<file path="src/osc_div_pkg.sv">
// Constants, register layout and types for the oscillator clock divider
`default_nettype none
package osc_div_pkg;
  localparam int SYS_CLK_MHZ = 100;
  localparam int OSC_NOM_MHZ = 12;
  // Oscillator half-periods per microsecond; the phase accumulator steps by this
  localparam int OSC_HALF_MHZ = 2 * OSC_NOM_MHZ;
  localparam logic [6:0] ACC_STEP = 7'(OSC_HALF_MHZ);
  localparam logic [6:0] ACC_WRAP = 7'(SYS_CLK_MHZ);
  localparam int CFG_MHZ_SLOW = 1;
  localparam int CFG_MHZ_MID = 6;
  localparam int CFG_MHZ_FAST = 12;
  // Oscillator half-periods between config clock toggles
  localparam logic [3:0] CFG_TOG_SLOW = 4'(OSC_HALF_MHZ / (2 * CFG_MHZ_SLOW));
  localparam logic [3:0] CFG_TOG_MID = 4'(OSC_HALF_MHZ / (2 * CFG_MHZ_MID));
  localparam logic [3:0] CFG_TOG_FAST = 4'(OSC_HALF_MHZ / (2 * CFG_MHZ_FAST));
  localparam logic [1:0] RATE_SLOW = 2'h0;
  localparam logic [1:0] RATE_MID = 2'h1;
  localparam logic [1:0] RATE_FAST = 2'h2;
  localparam logic [10:0] POR_OSC_CYCLES = 11'h400;
  localparam logic [7:0] ADDR_CTRL = 8'h00;
  localparam logic [7:0] ADDR_STATUS = 8'h04;
  localparam int CTRL_W = 9;
  localparam int STATUS_W = 4;
  typedef struct packed {
    logic [2:0] coarseSel;
    logic [1:0] fineSel;
    logic masterMode;
    logic [1:0] cfgRate;
    logic userSource;
  } ctrl_t;
  localparam ctrl_t CTRL_RESET = ctrl_t'(9'h000);
  typedef struct packed {
    logic configClk;
    logic coarseClk;
    logic fineClk;
    logic powerOnDone;
  } status_t;
  typedef enum logic [1:0] {
    POR_CLEAR = 2'b01,
    POR_RUN = 2'b10
  } por_state_t;
  // Half of the ratio minus one, in source ticks
  function automatic logic [15:0] fineHalf(input logic [1:0] sel);
    fineHalf = 16'((32'h1 << (2 * sel + 1)) - 1);
  endfunction : fineHalf
  function automatic logic [15:0] coarseHalf(input logic [2:0] sel);
    logic [4:0] lg;
    case (sel)
      3'h0: lg = 5'h01;
      3'h1: lg = 5'h03;
      3'h2: lg = 5'h05;
      3'h3: lg = 5'h07;
      3'h4: lg = 5'h0a;
      3'h5: lg = 5'h0c;
      3'h6: lg = 5'h0e;
      default: lg = 5'h10;
    endcase
    coarseHalf = 16'((32'h1 << (lg - 5'h01)) - 1);
  endfunction : coarseHalf
endpackage : osc_div_pkg
`default_nettype wire

</file>
<file path="src/oscillator_clock_divider.sv">
// Internal oscillator, config clock and two ratio dividers behind an APB slave
//
// The placing of the registers and the APB interface to the registers were decided locally.
`default_nettype none
module ratio_divider (
  input wire logic clk,
  input wire logic rst_n,
  input wire logic tick,
  input wire logic [15:0] halfCount,
  output logic divClk
);
  logic [15:0] count;
  logic [15:0] next_count;
  logic next_divClk;

  always_comb begin
    next_count = count;
    next_divClk = divClk;
    if (tick) begin
      if (count >= halfCount) begin
        next_count = 16'h0000;
        next_divClk = ~divClk;
      end else begin
        next_count = count + 16'h0001;
      end
    end
  end

  always_ff @(posedge clk or negedge rst_n) begin
    if (!rst_n) begin
      count <= 16'h0000;
      divClk <= 1'b0;
    end else begin
      count <= next_count;
      divClk <= next_divClk;
    end
  end
endmodule : ratio_divider

// Behaviour
// Oscillator times power-on, clears memory, feeds config clock
// Oscillator runs at nominal 12 MHz
// Config clock 1, 6 or 12 MHz, 1 MHz default
// Divider source is oscillator or user clock
// Fine output divides by 4, 16, 64, 256
// Coarse output divides by 2 up to 65536
// Each output has its own static ratio setting
// Internal and user-clock divider variants exist
// Counters clear on reset, outputs near even duty
module oscillator_clock_divider (
  input wire logic clk,
  input wire logic rst_n,
  input wire logic psel,
  input wire logic penable,
  input wire logic pwrite,
  input wire logic [7:0] paddr,
  input wire logic [31:0] pwdata,
  output logic [31:0] prdata,
  output logic pready,
  output logic pslverr,
  input wire logic userClock,
  output logic fineDividedClock,
  output logic coarseDividedClock,
  output logic configClockOut,
  output logic configMemClear,
  output logic powerOnDone
);
  import osc_div_pkg::*;

  osc_div_pkg::ctrl_t ctrl;
  osc_div_pkg::ctrl_t next_ctrl;
  logic [31:0] next_prdata;
  logic next_pslverr;
  logic setupPhase;
  logic writeCtrl;
  status_t status;

  logic [6:0] acc;
  logic [6:0] next_acc;
  logic oscLevel;
  logic next_oscLevel;
  logic halfTick;
  logic oscRise;
  logic [3:0] cfgCount;
  logic [3:0] next_cfgCount;
  logic [3:0] cfgLimit;
  logic cfgClk;
  logic next_cfgClk;
  logic next_configClockOut;
  por_state_t porState;
  por_state_t next_porState;
  logic [10:0] porCount;
  logic [10:0] next_porCount;

  logic userSync1;
  logic userSync2;
  logic userSync3;
  logic userLevel;
  logic next_userLevel;
  logic userRise;
  logic srcTick;

  // Zero wait states: read data is latched in the setup cycle
  assign pready = 1'b1;
  assign setupPhase = psel && !penable;
  assign writeCtrl = psel && penable && pwrite && paddr == ADDR_CTRL;
  assign status = '{configClk: configClockOut, coarseClk: coarseDividedClock,
                    fineClk: fineDividedClock, powerOnDone: powerOnDone};

  always_comb begin
    next_ctrl = ctrl;
    next_prdata = prdata;
    next_pslverr = pslverr;
    if (writeCtrl) begin
      next_ctrl = ctrl_t'(pwdata[CTRL_W-1:0]);
    end
    if (setupPhase) begin
      next_pslverr = 1'b0;
      next_prdata = 32'h0000_0000;
      if (paddr == ADDR_CTRL) begin
        next_prdata = {{(32-CTRL_W){1'b0}}, ctrl};
      end else if (paddr == ADDR_STATUS) begin
        next_prdata = {{(32-STATUS_W){1'b0}}, status};
      end else begin
        next_pslverr = 1'b1;
      end
    end
  end

  always_ff @(posedge clk or negedge rst_n) begin
    if (!rst_n) begin
      ctrl <= CTRL_RESET;
      prdata <= 32'h0000_0000;
      pslverr <= 1'b0;
    end else begin
      ctrl <= next_ctrl;
      prdata <= next_prdata;
      pslverr <= next_pslverr;
    end
  end

  // Oscillator modelled as a phase accumulator; edges jitter by one system cycle
  assign halfTick = (acc + ACC_STEP) >= ACC_WRAP;
  assign oscRise = halfTick && !oscLevel;

  always_comb begin
    case (ctrl.cfgRate)
      RATE_MID: cfgLimit = CFG_TOG_MID;
      RATE_FAST: cfgLimit = CFG_TOG_FAST;
      default: cfgLimit = CFG_TOG_SLOW;
    endcase
  end

  // The first synchroniser stage feeds only the second
  assign userRise = (userSync2 == userSync3) && userSync3 && !userLevel;
  assign srcTick = ctrl.userSource ? userRise : oscRise;

  always_comb begin
    next_acc = halfTick ? 7'(acc + ACC_STEP - ACC_WRAP) : 7'(acc + ACC_STEP);
    next_oscLevel = halfTick ? ~oscLevel : oscLevel;
    next_cfgCount = cfgCount;
    next_cfgClk = cfgClk;
    if (halfTick) begin
      if (cfgCount >= cfgLimit - 4'h1) begin
        next_cfgCount = 4'h0;
        next_cfgClk = ~cfgClk;
      end else begin
        next_cfgCount = cfgCount + 4'h1;
      end
    end
    // Config clock is driven only while a master mode is active
    next_configClockOut = ctrl.masterMode && next_cfgClk;
    next_userLevel = (userSync2 == userSync3) ? userSync3 : userLevel;
    next_porState = porState;
    next_porCount = porCount;
    case (porState)
      POR_CLEAR: begin
        if (oscRise) begin
          if (porCount == POR_OSC_CYCLES - 11'h001) begin
            next_porState = POR_RUN;
          end else begin
            next_porCount = porCount + 11'h001;
          end
        end
      end
      POR_RUN: next_porState = POR_RUN;
      default: next_porState = POR_CLEAR;
    endcase
  end

  always_ff @(posedge clk or negedge rst_n) begin
    if (!rst_n) begin
      acc <= 7'h00;
      oscLevel <= 1'b0;
      cfgCount <= 4'h0;
      cfgClk <= 1'b0;
      configClockOut <= 1'b0;
      porState <= POR_CLEAR;
      porCount <= 11'h000;
      userSync1 <= 1'b0;
      userSync2 <= 1'b0;
      userSync3 <= 1'b0;
      userLevel <= 1'b0;
    end else begin
      acc <= next_acc;
      oscLevel <= next_oscLevel;
      cfgCount <= next_cfgCount;
      cfgClk <= next_cfgClk;
      configClockOut <= next_configClockOut;
      porState <= next_porState;
      porCount <= next_porCount;
      userSync1 <= userClock;
      userSync2 <= userSync1;
      userSync3 <= userSync2;
      userLevel <= next_userLevel;
    end
  end

  assign configMemClear = (porState == POR_CLEAR);
  assign powerOnDone = (porState == POR_RUN);

  ratio_divider fineDiv (
    .clk(clk),
    .rst_n(rst_n),
    .tick(srcTick),
    .halfCount(fineHalf(ctrl.fineSel)),
    .divClk(fineDividedClock)
  );

  ratio_divider coarseDiv (
    .clk(clk),
    .rst_n(rst_n),
    .tick(srcTick),
    .halfCount(coarseHalf(ctrl.coarseSel)),
    .divClk(coarseDividedClock)
  );
endmodule : oscillator_clock_divider
`default_nettype wire

</file>
<file path="config.mk">
export PLATFORM = sky130hd
export DESIGN_NAME = oscillator_clock_divider
export DESIGN_NICKNAME = d
export VERILOG_FILES = /design/src/osc_div_pkg.sv /design/src/oscillator_clock_divider.sv
export SDC_FILE = /design/constraint.sdc
export NUM_CORES = 1
export LEC_CHECK = 0
export BUFFER_PORTS_ARGS = -buffer_cell sky130_fd_sc_hd__buf_2
export CORE_MARGIN = 5
export CORE_UTILIZATION = 55
export DETAILED_ROUTE_END_ITERATION = 12
export GPL_TIMING_DRIVEN = 0
export PLACE_DENSITY = 0.86
export SLEW_MARGIN = 25
export SYNTH_ARGS = -nofsm -noshare
export SYNTH_HDL_FRONTEND = slang
export SYNTH_SLANG_ARGS = --single-unit
</file>
<file path="constraint.sdc">
create_clock -name clk -period 3.3 [get_ports clk]
set_clock_uncertainty 0.1 [all_clocks]
set_input_delay 0 -clock clk [delete_from_list [all_inputs] [get_ports clk]]
set_output_delay 0 -clock clk [all_outputs]
set_load 0.05 [all_outputs]
</file>
==> impl_metrics.ini <==
[routing]
dr.first_iter.drc_count = 248
num_vias = 3906
finalWirelength_um = 10680
wl_per_cell_um = 15.75
ant_nets = 0
routed_via_density = 5.761
drt_first_pass_iters = 5
drc_errors = 0

[floorplanning]
start_util_pct = 56.71
fp.dieH_um = 102.0
num_rows = 33
core-area_mm2 = 0.008217
die_area_mm2 = 0.01041
pin_count = 85
die_w_um = 102.0

[critical_path]
crit_type = flop to flop
reg2reg_depth = 14
path_common_cell = a21oi_1
cp_slowest_cell = dfrtp_1
rrSetupSlack_ns = 0.20
critPathRequiredTime_ns = 3.47
critPathLaunchType = flop
worstPathCellList = clkbuf_2, inv_1, nand2_1, ha_2, nor3_1, a21oi_1, o22a_1, ha_1, a21oi_1, o21ai_0, a221oi_2, a311oi_2, buf_4, a21oi_1
rr_startpoint = ctrl[8]
end_kind = flop
r2r-end = coarseDiv.count[15]
critPathMaxStageDelay_ns = 0.40
arrival_ns = 3.27
crit_fanout = 10
startpoint = ctrl[8]

[sta]
finalSetupViolations = 0
hold_viol = 0
fin_crit_ns = 3.098
max_slew_margin_pct = 38.35
drv_slew = 0
min_period_over_period_pct = 93.88
finalSetupTns_ns = 0
setup_slack_ns = 0.2019
tightest_slew_ns = 0.9128
max_freq_mhz = 322.8

[global_routing]
grtUsageTotal_pct = 21.14
grt_max_degree = 52
grt_pass1_vias = 3571
grt_antenna_before_repair = 0
grt.overflow.total = 0
grt_pass1_wl_um = 17310

[synthesis]
async_flop_share_pct = 100.0
synth_seq_cells = 82
synth_edf_count = 0
ys_warn_count = 0
syn_inst = 483
synth_cell_type_count = 47
syn_area_mm2 = 0.004659
ys.flop_type = dfrtp_1
syn_avg_cell_area_um2 = 9.647
seq_area_frac_synth_pct = 44.07

[cells_and_area]
drive_gt1_share_pct = 19.02
final_core_util_pct = 66.67
design_area_mm2 = 0.005478
nNetsFinal = 653
n_antenna_cell = 0
area_growth_pct = 17.56

[pwr]
p_per_area_mw_per_mm2 = 461.5
p_leak_nw = 2.624
vdd.ir_drop.worst_mv = 0.3974

[clocking]
cts_made_buffers = 9
clk_pin_slew_worst_paths_ns = 0.09
cts_root_buffer = clkbuf_8
clock_sinks = 82
insertion_delay_ns = 0.36
h-tree-depth = 3
cts_tree = built
clockBufferDepth = 2

[run_status]
status = finished, final reports clean

[placed_design]
hpwl_um = 7606
dp_slack_ns = -0.3061
numPortBuffers = 36
gp_congestion = 0.8399
placed_area_mm2 = 0.005091

[worst_hold_path]
hold_class = input port to asynchronous set/reset pin

[run]
max_cap_viol_count = 0
[cells in the final DEF (no fill, tap or decap), drive strengths merged, types with 8 or more instances in the layout]
| master | synthesis | layout |
|---|---|---|
| a21oi | 25 | 25 |
| and3 | 10 | 10 |
| buf | 29 | 70 |
| clkbuf | 11 | 19 |
| conb | 2 | 26 |
| dfrtp | 81 | 81 |
| dlygate4sd3 | 0 | 11 |
| ha | 39 | 39 |
| inv | 24 | 26 |
| mux2 | 12 | 12 |
| nand2 | 51 | 51 |
| nand3 | 30 | 30 |
| nand4 | 12 | 12 |
| nor2 | 19 | 19 |
| nor3 | 8 | 8 |
| o21ai | 27 | 27 |
| or4 | 8 | 8 |
| xnor2 | 11 | 11 |
[logic make-up after synthesis]
group,share of synthesized area [%]
compound gates,13.05
xor+xnor,3.195
fa+ha+maj,10.47
buf+inv,7.223
flops,44.07
mux,4.189
other cells,0.1612
simple gates,17.64
[layout make-up]
type	count	area [um2]
Fill cell	623	2739
Multi-Input combinational cell	361	2399
Sequential cell	82	2056
Timing Repair Buffer	52	350.3
Buffer	38	242.7
Clock buffer	10	137.6
Tap cell	105	131.4
Inverter	24	90.09
Clock inverter	6	71.32
[worst max-delay path, delay by kind of cell, from the launching register on]
kind / cells / cell delay, ns
AOI/OAI and AO/OA: 7 / 1.28
buffers and inverters: 3 / 0.51
adders and majority gates: 2 / 0.45
DFF: 1 / 0.40
and+or+nand+nor: 2 / 0.27
[worst max path at each step]
| stage | endpoint | slack [ns] | cells past startpoint |
|---|---|---|---|
| global placement | coarseDiv.count[12] | -0.23 | 13 |
| floorplan | coarseDiv.count[10] | 0.35 | 13 |
| detailed placement | coarseDiv.count[15] | -0.31 | 13 |
| finish | coarseDiv.count[15] | 0.20 | 14 |
| CTS | coarseDiv.count[15] | 0.04 | 14 |
| global route | coarseDiv.count[1] | -0.02 | 12 |
[report_power, final]
group	internal [mW]	switching [mW]
clock network	0.377	0.399
logic	0.228	0.370
registers	1.08	0.0752
total	1.68	0.844
[cell usage after synthesis, types with 3 or more instances]
cell type | instances | share of area [%]
o21a_1 | 3 | 0.48
nand2_1 | 51 | 4.1
nor3_1 | 8 | 0.86
nor2_1 | 19 | 1.5
nand2b_1 | 4 | 0.54
nor4_1 | 3 | 0.40
o21ai_0 | 25 | 2.7
a311oi_1 | 5 | 0.94
and2_1 | 3 | 0.40
a211oi_1 | 6 | 0.97
buf_2 | 5 | 0.54
dfrtp_1 | 81 | 44
xor2_1 | 6 | 1.1
buf_4 | 24 | 3.9
xnor2_1 | 11 | 2.1
mux2i_1 | 6 | 1.3
o31ai_1 | 7 | 1.1
a21boi_0 | 3 | 0.48
mux2_2 | 12 | 2.9
a21o_1 | 3 | 0.48
and3_1 | 10 | 1.3
or4_1 | 8 | 1.3
nand3_1 | 30 | 3.2
nor2b_1 | 7 | 0.94
ha_1 | 39 | 10
o22ai_1 | 7 | 0.94
a21oi_1 | 25 | 2.7
nand4_1 | 12 | 1.6
or3_1 | 4 | 0.54
inv_1 | 24 | 1.9
clkbuf_1 | 11 | 0.89
[through the flow]
step,hold WS [ns],total power [mW],std cells
3_5_place_dp,-0.1354,1.723,649
6_report,0.01571,2.528,678
5_1_grt,0.05272,2.642,678
2_1_floorplan,-0.3956,1.575,507
4_1_cts,0.006397,2.528,677
3_3_place_gp,0.009415,1.688,648
[flip-flops by register name, indices dropped and copies added, names as in the netlist]
register          count
userSync3             1
fineDiv.divClk        1
cfgClk                1
oscLevel              1
configClockOut        1
ctrl                  9
userLevel             1
cfgCount              4
porState              2
coarseDiv.divClk      1
acc                   5
coarseDiv.count      16
userSync2             1
fineDiv.count        16
pslverr               1
porCount             11
prdata                9
userSync1             1
[per-layer routing]
metal	up-vias	share of wire, %	track usage [%]
li1	1854	-	-
met1	1895	43	28.56
met2	135	49	35.13
met3	22	6.2	3.823
met4	0	1.5	5.853
met5	-	0	0
[timing repair]
| item | in CTS | in global routing |
|---|---|---|
| setup buffers | 1 | 3 |
| pin swaps | 1 | 2 |
| hold buffers | 11 | 0 |
| resized for setup | 7 | 5 |
| endpoints found under the setup margin | 17 | 17 |
| hold endpoints to repair | 92 | 0 |
Note: power is estimated with default switching activity, not from simulation.
